## config.mk

```make
export PLATFORM = sky130hd
export DESIGN_NAME = gsc_cmd_port
export DESIGN_NICKNAME = d
export VERILOG_FILES = /design/src/gsc_pkg.sv /design/src/gsc_cmd_port.sv
export VERILOG_INCLUDE_DIRS = /design/src /design/src/src
export SDC_FILE = /design/constraint.sdc
export NUM_CORES = 1
export LEC_CHECK = 0
export BUFFER_PORTS_ARGS = -buffer_cell sky130_fd_sc_hd__buf_4
export CORE_AREA = 10 10 174 176
export DETAILED_ROUTE_END_ITERATION = 12
export DIE_AREA = 0 0 184 186
export PLACE_DENSITY_LB_ADDON = 0.08
export SYNTH_ARGS = -nofsm -noshare
export SYNTH_HDL_FRONTEND = slang
export SYNTH_SLANG_ARGS = --single-unit
```

## constraint.sdc

```tcl
create_clock -name core_clk -period 15.1 [get_ports core_clk]
set_clock_uncertainty 0.2 [all_clocks]
set_input_delay 1.51 -clock core_clk [delete_from_list [all_inputs] [get_ports core_clk]]
set_output_delay 1.51 -clock core_clk [all_outputs]
set_load 0.01 [all_outputs]
```

## src/gsc_cfg.svh

```systemverilog
`ifndef GSC_CFG_SVH
`define GSC_CFG_SVH
// ascii characters
`define GSC_CH_SP 8'h20
`define GSC_CH_CR 8'h0d
`define GSC_CH_LF 8'h0a
`define GSC_CH_0 8'h30
`define GSC_CH_9 8'h39
// command letters
`define GSC_CMD_FILT 8'h5a
`define GSC_CMD_RAW 8'h7a
`define GSC_CMD_SCALE 8'h2e
`define GSC_CMD_MODE 8'h4b
`define GSC_CMD_FSET 8'h41
`define GSC_CMD_FGET 8'h61
// values and limits
`define GSC_SCALE_LO 16'h000a
`define GSC_SCALE_HI 16'h0064
`define GSC_FILT_RST 8'h10
`define GSC_MODE_MAX 10'h002
`define GSC_FILT_MAX 10'h0ff
`define GSC_MAX_DIGITS 2'h3
`define GSC_DEC_BASE 16'h000a
`define GSC_DEC_BASE10 10'h00a
`define GSC_LINE_BYTES 4'ha
`define GSC_NV_POLL 2'h2
// timing: two reports per second
`define GSC_REPORT_MS 500
`define GSC_CLK_MHZ 100
`define GSC_REPORT_CYC (`GSC_REPORT_MS * 1000 * `GSC_CLK_MHZ)
// register map, byte addresses
`define GSC_REG_STATUS 12'h000
`define GSC_REG_FILTER 12'h004
`define GSC_REG_MEAS 12'h008
`define GSC_REG_DISCARD 12'h00c
`define GSC_RESP_OKAY 2'b00
`define GSC_RESP_SLVERR 2'b10
`endif

```

## src/gsc_pkg.sv

```systemverilog
package gsc_pkg;
    typedef enum logic [1:0] {GSC_SLEEP, GSC_STREAM, GSC_POLL} gsc_mode_t;
    typedef enum logic [1:0] {GSC_P_LETTER, GSC_P_AFTER, GSC_P_DIGITS, GSC_P_LF} gsc_pst_t;
    typedef struct packed {
        logic [15:0] filt;
        logic [15:0] raw;
        logic busy;
    } gsc_meas_t;
endpackage : gsc_pkg

```

## src/gsc_cmd_port.sv

```systemverilog
// Design decisions made here: the register addresses and the AXI4-Lite slave port.
`include "gsc_cfg.svh"
`timescale 1ns/100ps
`default_nettype none
module gsc_cmd_port #(
    parameter int REPORT_CYCLES = `GSC_REPORT_CYC
) (
    // clock and reset
    input wire logic core_clk,
    input wire logic rst,
    // received command bytes
    input wire logic rxValid,
    input wire logic [7:0] rxData,
    output logic rxReady,
    // transmitted reply bytes
    output logic txValid,
    output logic [7:0] txData,
    input wire logic txReady,
    // measurement core and strap
    input wire gsc_pkg::gsc_meas_t meas,
    input wire logic rangeHigh,
    // nonvolatile mode store
    input wire logic [1:0] nvMode,
    output logic nvStore,
    output logic [1:0] nvModeOut,
    // settings to the measurement core
    output gsc_pkg::gsc_mode_t mode,
    output logic [7:0] filterVal,
    // axi4-lite slave
    input wire logic [11:0] s_axi_awaddr,
    input wire logic s_axi_awvalid,
    output logic s_axi_awready,
    input wire logic [31:0] s_axi_wdata,
    input wire logic [3:0] s_axi_wstrb,
    input wire logic s_axi_wvalid,
    output logic s_axi_wready,
    output logic [1:0] s_axi_bresp,
    output logic s_axi_bvalid,
    input wire logic s_axi_bready,
    input wire logic [11:0] s_axi_araddr,
    input wire logic s_axi_arvalid,
    output logic s_axi_arready,
    output logic [31:0] s_axi_rdata,
    output logic [1:0] s_axi_rresp,
    output logic s_axi_rvalid,
    input wire logic s_axi_rready
);
    import gsc_pkg::*;

    function automatic logic [39:0] gsc_dec5(input logic [15:0] v);
        logic [15:0] r;
        logic [39:0] s;
        r = v;
        s = '0;
        for (int i = 0; i < 5; i++) begin
            s[i*8 +: 8] = `GSC_CH_0 + 8'(r % `GSC_DEC_BASE);
            r = r / `GSC_DEC_BASE;
        end
        return s;
    endfunction : gsc_dec5

    gsc_pst_t pst_ff, nxt_pst;
    gsc_mode_t mode_ff;
    logic bootDone_ff;
    logic [7:0] letter_ff, filter_ff;
    logic [9:0] param_ff, nxt_param;
    logic [1:0] ndig_ff, nxt_ndig;
    logic hasP_ff, nxt_hasP, bad_ff, nxt_bad, pend_ff;
    logic [79:0] line_ff;
    logic [3:0] txLeft_ff;
    logic due_ff;
    logic [25:0] tick_ff;
    logic nvStore_ff;
    logic [1:0] nvModeOut_ff;
    logic [15:0] discard_ff;
    logic bvalid_ff, rvalid_ff;
    logic [1:0] bresp_ff, rresp_ff;
    logic [31:0] rdata_ff;

    // byte parser
    wire rxTake = rxValid && rxReady;
    wire isDigit = (rxData >= `GSC_CH_0) && (rxData <= `GSC_CH_9);
    wire isLf = rxData == `GSC_CH_LF;
    wire isCr = rxData == `GSC_CH_CR;
    wire lineEnd = rxTake && isLf;
    wire lineGood = lineEnd && (pst_ff == GSC_P_LF) && !bad_ff;
    wire lineBad = lineEnd && (pst_ff != GSC_P_LETTER) && !lineGood;
    wire [9:0] digitVal = {2'b00, rxData - `GSC_CH_0};
    assign rxReady = !pend_ff;

    always_comb begin
        nxt_pst = pst_ff;
        nxt_param = param_ff;
        nxt_ndig = ndig_ff;
        nxt_hasP = hasP_ff;
        nxt_bad = bad_ff;
        if (rxTake) begin
            unique case (pst_ff)
                GSC_P_LETTER: begin
                    nxt_hasP = 1'b0;
                    nxt_bad = isCr;
                    nxt_pst = isLf ? GSC_P_LETTER : GSC_P_AFTER;
                end
                GSC_P_AFTER: begin
                    if (isCr) begin
                        nxt_pst = GSC_P_LF;
                    end else if (rxData == `GSC_CH_SP) begin
                        nxt_pst = GSC_P_DIGITS;
                        nxt_param = '0;
                        nxt_ndig = '0;
                        nxt_hasP = 1'b1;
                    end else begin
                        nxt_bad = 1'b1;
                    end
                end
                GSC_P_DIGITS: begin
                    if (isCr) begin
                        nxt_pst = GSC_P_LF;
                        nxt_bad = bad_ff || (ndig_ff == '0);
                    end else if (isDigit && ndig_ff != `GSC_MAX_DIGITS) begin
                        nxt_param = 10'(param_ff * `GSC_DEC_BASE10 + digitVal);
                        nxt_ndig = ndig_ff + 2'b01;
                    end else begin
                        nxt_bad = 1'b1;
                    end
                end
                GSC_P_LF: begin
                    nxt_bad = bad_ff || !isLf;
                end
            endcase
            if (isLf) begin
                nxt_pst = GSC_P_LETTER;
            end
        end
    end

    // command decode
    wire isFilt = letter_ff == `GSC_CMD_FILT;
    wire isRaw = letter_ff == `GSC_CMD_RAW;
    wire isScale = letter_ff == `GSC_CMD_SCALE;
    wire isMode = letter_ff == `GSC_CMD_MODE;
    wire isFset = letter_ff == `GSC_CMD_FSET;
    wire isFget = letter_ff == `GSC_CMD_FGET;
    wire sleeping = mode_ff == GSC_SLEEP;
    wire okMeas = (isFilt || isRaw) && !hasP_ff && !sleeping;
    wire okPlain = (isScale || isFget) && !hasP_ff;
    wire okMode = isMode && hasP_ff && (param_ff <= `GSC_MODE_MAX);
    wire okFset = isFset && hasP_ff && (param_ff <= `GSC_FILT_MAX);
    wire cmdOk = okMeas || okPlain || okMode || okFset;
    wire [15:0] scaleVal = rangeHigh ? `GSC_SCALE_HI : `GSC_SCALE_LO;
    wire [15:0] cmdVal = isFilt ? meas.filt :
        isRaw ? meas.raw :
        isScale ? scaleVal :
        isFget ? {8'h00, filter_ff} :
        {6'h00, param_ff};

    // transmit scheduling
    wire txBusy = txLeft_ff != '0;
    wire tick = (mode_ff == GSC_STREAM) && (tick_ff == 26'(REPORT_CYCLES - 1));
    wire dueGo = due_ff && !txBusy && (mode_ff == GSC_STREAM);
    wire cmdGo = pend_ff && !txBusy && !dueGo &&
        !((mode_ff == GSC_STREAM) && meas.busy);
    wire cmdSend = cmdGo && cmdOk;
    wire txStart = dueGo || cmdSend;
    wire [7:0] outLetter = dueGo ? `GSC_CMD_FILT : letter_ff;
    wire [15:0] outVal = dueGo ? meas.filt : cmdVal;
    wire [79:0] newLine = {`GSC_CH_SP, outLetter, `GSC_CH_SP, gsc_dec5(outVal),
        `GSC_CH_CR, `GSC_CH_LF};
    wire txShift = txValid && txReady;
    assign txValid = txBusy;
    assign txData = line_ff[79:72];
    wire setMode = cmdSend && okMode;
    wire [1:0] nvRestore = (nvMode == `GSC_NV_POLL) ? 2'(GSC_POLL) : 2'(GSC_STREAM);

    // axi4-lite slave
    wire wrTake = s_axi_awvalid && s_axi_wvalid && !bvalid_ff;
    wire wrFilter = wrTake && (s_axi_awaddr == `GSC_REG_FILTER) && s_axi_wstrb[0];
    wire wrMapped = (s_axi_awaddr == `GSC_REG_FILTER) || (s_axi_awaddr == `GSC_REG_STATUS) ||
        (s_axi_awaddr == `GSC_REG_MEAS) || (s_axi_awaddr == `GSC_REG_DISCARD);
    wire rdTake = s_axi_arvalid && !rvalid_ff;
    wire rdHitS = s_axi_araddr == `GSC_REG_STATUS;
    wire rdHitF = s_axi_araddr == `GSC_REG_FILTER;
    wire rdHitM = s_axi_araddr == `GSC_REG_MEAS;
    wire rdHitD = s_axi_araddr == `GSC_REG_DISCARD;
    wire [31:0] rdMux = rdHitS ? {27'h0, txBusy, rangeHigh, meas.busy, 2'(mode_ff)} :
        rdHitF ? {24'h0, filter_ff} :
        rdHitM ? {meas.raw, meas.filt} :
        rdHitD ? {16'h0, discard_ff} : 32'h0;
    assign s_axi_awready = wrTake;
    assign s_axi_wready = wrTake;
    assign s_axi_bvalid = bvalid_ff;
    assign s_axi_bresp = bresp_ff;
    assign s_axi_arready = !rvalid_ff;
    assign s_axi_rvalid = rvalid_ff;
    assign s_axi_rdata = rdata_ff;
    assign s_axi_rresp = rresp_ff;
    assign mode = mode_ff;
    assign filterVal = filter_ff;
    assign nvStore = nvStore_ff;
    assign nvModeOut = nvModeOut_ff;

    always_ff @(posedge core_clk) begin
        if (rst) begin
            pst_ff <= GSC_P_LETTER;
            param_ff <= '0;
            ndig_ff <= '0;
            hasP_ff <= 1'b0;
            bad_ff <= 1'b0;
            letter_ff <= '0;
        end else begin
            pst_ff <= nxt_pst;
            param_ff <= nxt_param;
            ndig_ff <= nxt_ndig;
            hasP_ff <= nxt_hasP;
            bad_ff <= nxt_bad;
            if (rxTake && pst_ff == GSC_P_LETTER) begin
                letter_ff <= rxData;
            end
        end
    end

    always_ff @(posedge core_clk) begin
        if (rst) begin
            pend_ff <= 1'b0;
            mode_ff <= GSC_STREAM;
            bootDone_ff <= 1'b0;
            filter_ff <= `GSC_FILT_RST;
            nvStore_ff <= 1'b0;
            nvModeOut_ff <= '0;
            discard_ff <= '0;
        end else begin
            pend_ff <= lineGood || (pend_ff && !cmdGo);
            bootDone_ff <= 1'b1;
            nvStore_ff <= setMode && (param_ff != '0);
            if (!bootDone_ff) begin
                mode_ff <= gsc_mode_t'(nvRestore);
            end else if (setMode) begin
                mode_ff <= gsc_mode_t'(param_ff[1:0]);
            end
            if (setMode && param_ff != '0) begin
                nvModeOut_ff <= param_ff[1:0];
            end
            if (cmdSend && okFset) begin
                filter_ff <= param_ff[7:0];
            end else if (wrFilter) begin
                filter_ff <= s_axi_wdata[7:0];
            end
            if (lineBad || (cmdGo && !cmdOk)) begin
                discard_ff <= discard_ff + 16'h0001;
            end
        end
    end

    always_ff @(posedge core_clk) begin
        if (rst) begin
            line_ff <= '0;
            txLeft_ff <= '0;
            due_ff <= 1'b0;
            tick_ff <= '0;
        end else begin
            if (txStart) begin
                line_ff <= newLine;
                txLeft_ff <= `GSC_LINE_BYTES;
            end else if (txShift) begin
                line_ff <= {line_ff[71:0], 8'h00};
                txLeft_ff <= txLeft_ff - 4'h1;
            end
            tick_ff <= (tick || mode_ff != GSC_STREAM) ? '0 : tick_ff + 26'h1;
            due_ff <= (mode_ff == GSC_STREAM) && (tick || (due_ff && !dueGo));
        end
    end

    always_ff @(posedge core_clk) begin
        if (rst) begin
            bvalid_ff <= 1'b0;
            bresp_ff <= `GSC_RESP_OKAY;
            rvalid_ff <= 1'b0;
            rresp_ff <= `GSC_RESP_OKAY;
            rdata_ff <= '0;
        end else begin
            if (wrTake) begin
                bvalid_ff <= 1'b1;
                bresp_ff <= wrMapped ? `GSC_RESP_OKAY : `GSC_RESP_SLVERR;
            end else if (s_axi_bready) begin
                bvalid_ff <= 1'b0;
            end
            if (rdTake) begin
                rvalid_ff <= 1'b1;
                rdata_ff <= rdMux;
                rresp_ff <= (rdHitS || rdHitF || rdHitM || rdHitD) ?
                    `GSC_RESP_OKAY : `GSC_RESP_SLVERR;
            end else if (s_axi_rready) begin
                rvalid_ff <= 1'b0;
            end
        end
    end
endmodule : gsc_cmd_port
`default_nettype wire

```

# Yosys cells after proc, flatten, opt, wreduce, memory -nomap -nowiden
# Index checks and enable logic that the tools add are counted.
[word_totals]
ff_bits = 194
latch_bits = 0
ramBits = 0
mem_bits_ro = 0
inputBits = 113
out_inout_bits = 64
mem_count = 0
[classes]
addsub = 11
n_mul = 1
n_div = 9
order_cmp = 4
n_eq_ne = 32
n_shift = 0
muxes = 50
bitwise = 0
n_reduce_logical = 89
[op_table]
columns = ["cell", "count"]
rows = [
  ["78-bit 2-to-1 mux", 2],
  ["32-bit 2-to-1 mux", 3],
  ["16-bit by 4-bit remainder unit with 16-bit output (second input constant)", 5],
  ["16-bit by 4-bit divider with 16-bit output (second input constant)", 4],
  ["16-bit 2-to-1 mux", 4],
  ["10-bit 2-to-1 mux", 6],
  ["12-bit by 4-bit == test with 1-bit output (second input constant)", 4],
  ["6-bit by 8-bit adder with 8-bit output (first input constant)", 5],
  ["8-bit by 7-bit == test with 1-bit output (second input constant)", 5],
  ["1-bit logical AND", 37],
  ["26-bit by 1-bit adder with 26-bit output (second input constant)", 1],
  ["26-bit == test (second input constant)", 1],
  ["2-bit 2-to-1 mux", 13],
  ["12-bit by 3-bit == test with 1-bit output (second input constant)", 2],
  ["12-bit zero test", 2],
  ["8-bit 2-to-1 mux", 3],
  ["10-bit case mux with 2 select lines", 1],
  ["1-bit logical OR", 18],
  ["16-bit by 1-bit adder with 16-bit output (second input constant)", 1],
  ["8-bit by 4-bit == test with 1-bit output (second input constant)", 2],
  ["8-bit by 6-bit == test with 1-bit output (second input constant)", 2],
  ["2-bit nonzero test", 7],
  ["1-bit zero test", 13],
  ["2-bit inequality test (second input constant)", 6],
  ["other kinds (27)", 49],
]

# Logic depth before layout (Yosys ltp)
[logic_depth]
ltp_word = 13
ltp_mapped = 60
mapped_depth_nobuf = 52

# Least setup slack after synthesis
# No wires, ideal clock.
[synth_timing]
path_kind = "input to register"
from = "input port meas[13] (netlist bit)"
to = "register line_ff[46]"
t_arrival_ps = 10355
required_time_ps = 14809
path_slack_ps = 4454
cell_stages = 52
n_path_buf = 3
cell_sequence = "o21ai_0 > a21oi_1 > a211oi_2 > nand3_1 > or2_1 > o2111ai_2 > o211a_1 > buf_2 > mux2_2 > nor2_4 > o211a_2 > nor2_1 > a211oi_1 > nor3_2 > a221oi_1 > a221o_1 > buf_2 > mux2i_1 > [... 16 more ...] > o21ai_0 > nand2_1 > a31o_2 > and2_1 > o211ai_1 > a32o_2 > a21oi_1 > or2_2 > inv_1 > ha_1 > nor2_1 > o211ai_1 > xor2_1 > ha_1 > xnor2_1 > xnor2_1 > nor2_1 > a311oi_1"
[synth_via]
elab_chain_cells = 9
[synth_lines]
columns = ["item", "line", "rtl"]
rows = [
  ["from (decl)", "gsc_cmd_port.sv:20", "input wire gsc_pkg::gsc_meas_t meas,"],
  ["16-bit 2-to-1 mux", "gsc_cmd_port.sv:152", "isRaw ? meas.raw :"],
  ["16-bit 2-to-1 mux", "gsc_cmd_port.sv:151", "wire [15:0] cmdVal = isFilt ? meas.filt :"],
  ["16-bit 2-to-1 mux", "gsc_cmd_port.sv:166", "wire [15:0] outVal = dueGo ? meas.filt : cmdVal;"],
  ["16-bit by 4-bit divider with 16-bit output (no line) (3 in series)", "--", ""],
  ["16-bit by 4-bit remainder unit with 16-bit output (no line)", "--", ""],
  ["6-bit by 8-bit adder with 8-bit output (no line)", "--", ""],
  ["78-bit 2-to-1 mux", "gsc_cmd_port.sv:261", "if (txStart) begin"],
  ["to (signal assigned)", "gsc_cmd_port.sv:262", "line_ff <= newLine;"],
  ["to (signal assigned)", "gsc_cmd_port.sv:265", "line_ff <= {line_ff[71:0], 8'h00};"],
  ["to (decl)", "gsc_cmd_port.sv:69", "logic [79:0] line_ff;"],
]
# Every way passes these cells.
# A chain may end at the register's enable or synchronous reset.

# Worst setup path in the final report
[layout_timing]
from = "register txLeft_ff[0]"
to = "register line_ff[46]"
[layout_via]
elab_chain_cells = 11
[layout_lines]
columns = ["item", "line", "rtl"]
rows = [
  ["from (decl)", "gsc_cmd_port.sv:70", "logic [3:0] txLeft_ff;"],
  ["from (signal assigned)", "gsc_cmd_port.sv:263", "txLeft_ff <= `GSC_LINE_BYTES;"],
  ["from (signal assigned)", "gsc_cmd_port.sv:266", "txLeft_ff <= txLeft_ff - 4'h1;"],
  ["4-bit nonzero test (*)", "gsc_cmd_port.sv:158", "wire txBusy = txLeft_ff != '0;"],
  ["1-bit zero test", "gsc_cmd_port.sv:160, gsc_cmd_port.sv:161", ""],
  ["1-bit logical AND (2 in series)", "gsc_cmd_port.sv:160", "wire dueGo = due_ff && !txBusy && (mode_ff == GSC_STREAM);"],
  ["16-bit 2-to-1 mux", "gsc_cmd_port.sv:166", ""],
  ["16-bit by 4-bit divider with 16-bit output (no line) (3 in series)", "--", ""],
  ["16-bit by 4-bit remainder unit with 16-bit output (no line)", "--", ""],
  ["6-bit by 8-bit adder with 8-bit output (no line)", "--", ""],
  ["78-bit 2-to-1 mux", "gsc_cmd_port.sv:261", ""],
]
# Mark *: on every way between the ends. The rest lies on a longest branch, timed or not.

==> flow_summary_export.csv <==
group,metric,value,unit
outcome,status,"finished clean",
route,drc,0,
clock_tree,cts.reportedPaths.clkPinSlew,0.09,ns
yosys,yosys.area_share.simple,0.2673,
setup_path,r2r_end,"line_ff[46]",
clock_tree,cts_num_sinks,189,
yosys,ys_ff_latch,189,
yosys,yosysTopAreaCell,"dfxtp_1",
yosys,synth_cells,2105,
final_layout,nNetsFinal,2335,
yosys,ys_warn_count,0,
die,die_y,186,um
route,drtAntennaViolNets,0,
power_and_ir_drop,leakagePower,6.670,nW
setup_path,r2r_slack,1.29,ns
yosys,syn_area,0.01585,mm2
clock_tree,cts_tree,"done",
setup_path,max_stage_delay,0.95,ns
sta,fmaxAchievable,72.42,MHz
die,io_pins,177,
global_routing,grt_pass1_vias,15290,
clock_tree,cts_hold_buf,0,
route,wl,49660,um
yosys,dominantRegCellSynth,"dfxtp_1",
global_routing,grt_overflow,0,
placement,port_buffers,147,
yosys,synth_compound_area_frac,0.2992,
power_and_ir_drop,pwr-share-seq,0.428,
sta,slew-limit-headroom,0.1873,
yosys,async_flop_share,0,
global_routing,groute.usage.overall,0.2842,
worst_hold_path,hold_end,"line_ff[71]",
clock_tree,numCtsBuffers,17,
sta,slew_viol_final,0,
yosys,synth_commonest_cells,"nand2_1 (284), nor2_1 (243), dfxtp_1 (189), a21oi_1 (145), nand3_1 (88)",
clock_tree,postCtsSetupBuffers,0,
setup_path,crit_slowest_cell,"nor2_1",
worst_hold_path,min_from,"line_ff[63]",
die,initial_core_util,0.5930,
clock_tree,htreeDepth,4,
power_and_ir_drop,clockPowerShare,0.381,
yosys,yosysTopAreaCellShare,0.2387,
route,initialDrtViolationCount,1776,
sta,rsz0062_at_grt,"false",
clock_tree,clock_path_buffers,2,
yosys,synth.avg_cell_area,7.529,um2
yosys,synth_area_leaders,"dfxtp_1 (24%), nand2_1 (6.7%), nor2_1 (5.8%), a21oi_1 (4.6%), ha_1 (4.3%)",
power_and_ir_drop,p_sw_frac,0.3339,
final_layout,drive_above_1_share,0.1552,
die,dieArea,0.03422,mm2
setup_path,rr_worst_depth,51,
worst_hold_path,hold_class,"flip-flop to flip-flop",
route,dr.pass1.iters,5,
sta,period_share,0.9144,
placement,place.gp.congestion,0.9385,
sta,worstMarginPinSlew,1.215,ns
power_and_ir_drop,p_int,0.8159,mW
worst_hold_path,worstHoldPathCells,2,
power_and_ir_drop,p_comb_frac,0.190,
yosys,ys_types,132,
route,vias,16590,
route,drt-vias-per-instance,6.586,
yosys,synth_seq_area_share,0.2387,
setup_path,cp_max_fo,27,
setup_path,start_kind,"flip-flop",
yosys,synth_xor_area_frac,0.05140,
yosys,synth_mux_area_frac,0.04034,
clock_tree,cts_resized,0,
sta,period_needed,13.81,ns
setup_path,crit_type,"flip-flop to flip-flop",
yosys,synth.most_common_cell,"nand2_1",
setup_path,rr_startpoint,"txLeft_ff[0]",
job,drv_cap,0,
power_and_ir_drop,vdd_drop_max,75.78,uV
final_layout,area_growth,10.52,%
yosys,synth_top_family_by_area,"compound AO/OA/AOI/OAI gates",
sta,fin_ws,1.292,ns
global_routing,grt_max_degree,96,
setup_path,required,15.26,ns
clock_tree,clk_latency,0.44,ns
yosys,synth_edf_count,0,
die,num_rows,60,
die,die_width,184,um
sta,finalSetupViolCount,0,
power_and_ir_drop,p_per_area,69.93,mW/mm2
placement,dp_hpwl,36830,um
route,wl_per_cell,19.71,um
final_layout,n_antenna_cell,0,
setup_path,critPathCaptureType,"flip-flop",
yosys,synth-adder-area-share,0.04919,
global_routing,grt_pass1_wl,81280,um
setup_path,cp_data_arrival_time,13.97,ns
power_and_ir_drop,switchingPower,0.4089,mW
sta,fin_setup_tns,0,ns
die,placeableCoreArea,0.02673,mm2
global_routing,antenna_found_initial,0,
placement,pre_cts_slack,1.492,ns
clock_tree,ctsRootBufferMaster,"clkbuf_16",
sta,hold_viol,0,
## state kept, by name (all words and copies together) (netlist names), 2 cells and up
register	flops
tick_ff	26
s_axi_rdata	32
nvModeOut	2
ndig_ff	2
mode	2
txLeft_ff	4
letter_ff	8
filterVal	8
discard_ff	16
param_ff	10
line_ff	67
pst_ff	2
## per-layer routing
| layer | vias up | GRT usage | part of all wire |
|---|---|---|---|
| met5 | - | 0 | 0 |
| met3 | 85 | 0.03899 | 0.059 |
| met4 | 0 | 0.07112 | 0.021 |
| met1 | 7925 | 0.3841 | 0.45 |
| met2 | 653 | 0.4660 | 0.47 |
| li1 | 7927 | - | - |
## cells in the final DEF, fill, tap and decap left out, types with 25 or more instances in the layout
master,Yosys,final
xnor2_1,52,52
dfxtp_1,189,189
inv_1,53,53
a211oi_1,41,41
a22oi_1,43,43
a311oi_1,25,25
ha_1,55,55
nor3_1,46,46
and3_1,38,38
o21ai_0,76,76
nand4_1,27,27
a21oi_1,145,144
o21ai_1,28,28
nand2_1,284,283
buf_4,19,161
nand3_1,88,88
mux2i_1,34,34
xor2_1,36,36
a31oi_1,26,26
nor4_1,33,32
nor2_1,243,243
o211ai_1,30,30
## critical path: cells and delay by family, from the launching register on
family,cells,cell delay [ns]
AOI/OAI and AO/OA,19,6.13
xor gates and xnor gates,4,0.58
adders and majority gates,4,0.94
buffers and inverters,7,0.78
DFF,1,0.33
muxes,1,0.23
and+or+nand+nor,16,4.48
## layout make-up
type	count	area, um2
fill	2380	9210
tap	341	426.7
sequential	189	3784
clock inverter	14	168.9
timing repair buffer	161	1209
multi-input combinational	1735	11260
inverter	61	232.7
clock buffer	18	439.2
## worst max path at each step
stage                             from          end  slack, ns  depth (start not counted)
final                     txLeft_ff[0]  line_ff[46]       1.29                         51
after global routing      txLeft_ff[0]  line_ff[46]       0.25                         51
after CTS                 txLeft_ff[0]  line_ff[46]       1.62                         51
after detailed placement      meas[29]  line_ff[46]       1.49                         48
after global placement        meas[13]  line_ff[46]       1.81                         48
after floorplan               meas[13]  line_ff[46]       4.45                         52
## cell families (layout without fill, tap and decap cells)
family | count (synthesis) | count (layout)
compound gates | 641 | 641
xor+xnor | 90 | 90
fa+ha+maj | 62 | 62
buf+inv | 185 | 254
flops | 189 | 189
mux | 54 | 54
other cells | 2 | 6
simple gates | 882 | 882
## power by group through the flow
| stage | registers [mW] | clock network, mW | logic [mW] |
|---|---|---|---|
| 2_1_floorplan | 0.531 | 0 | 0.155 |
| 3_3_place_gp | 0.535 | 0 | 0.226 |
| 3_5_place_dp | 0.536 | 0 | 0.230 |
| 4_1_cts | 0.524 | 0.473 | 0.231 |
| 5_1_grt | 0.526 | 0.492 | 0.259 |
| 6_report | 0.524 | 0.467 | 0.233 |
## per-stage QoR
step / util / cell area, um2 / std cells / hold WS (ns) / total power [mW]
floorplan: - / 15860 / 2109 / 0.2101 / 0.6859
global placement: 0.6326 / 16910 / 2487 / 0.2271 / 0.7618
detailed placement: 0.6326 / 16910 / 2487 / 0.2296 / 0.7657
CTS: 0.6554 / 17520 / 2519 / 0.2520 / 1.228
global route: 0.6554 / 17520 / 2519 / 0.2792 / 1.277
finish: 0.6554 / 17520 / 2519 / 0.2506 / 1.225
Power figures use the tool's default switching activity.
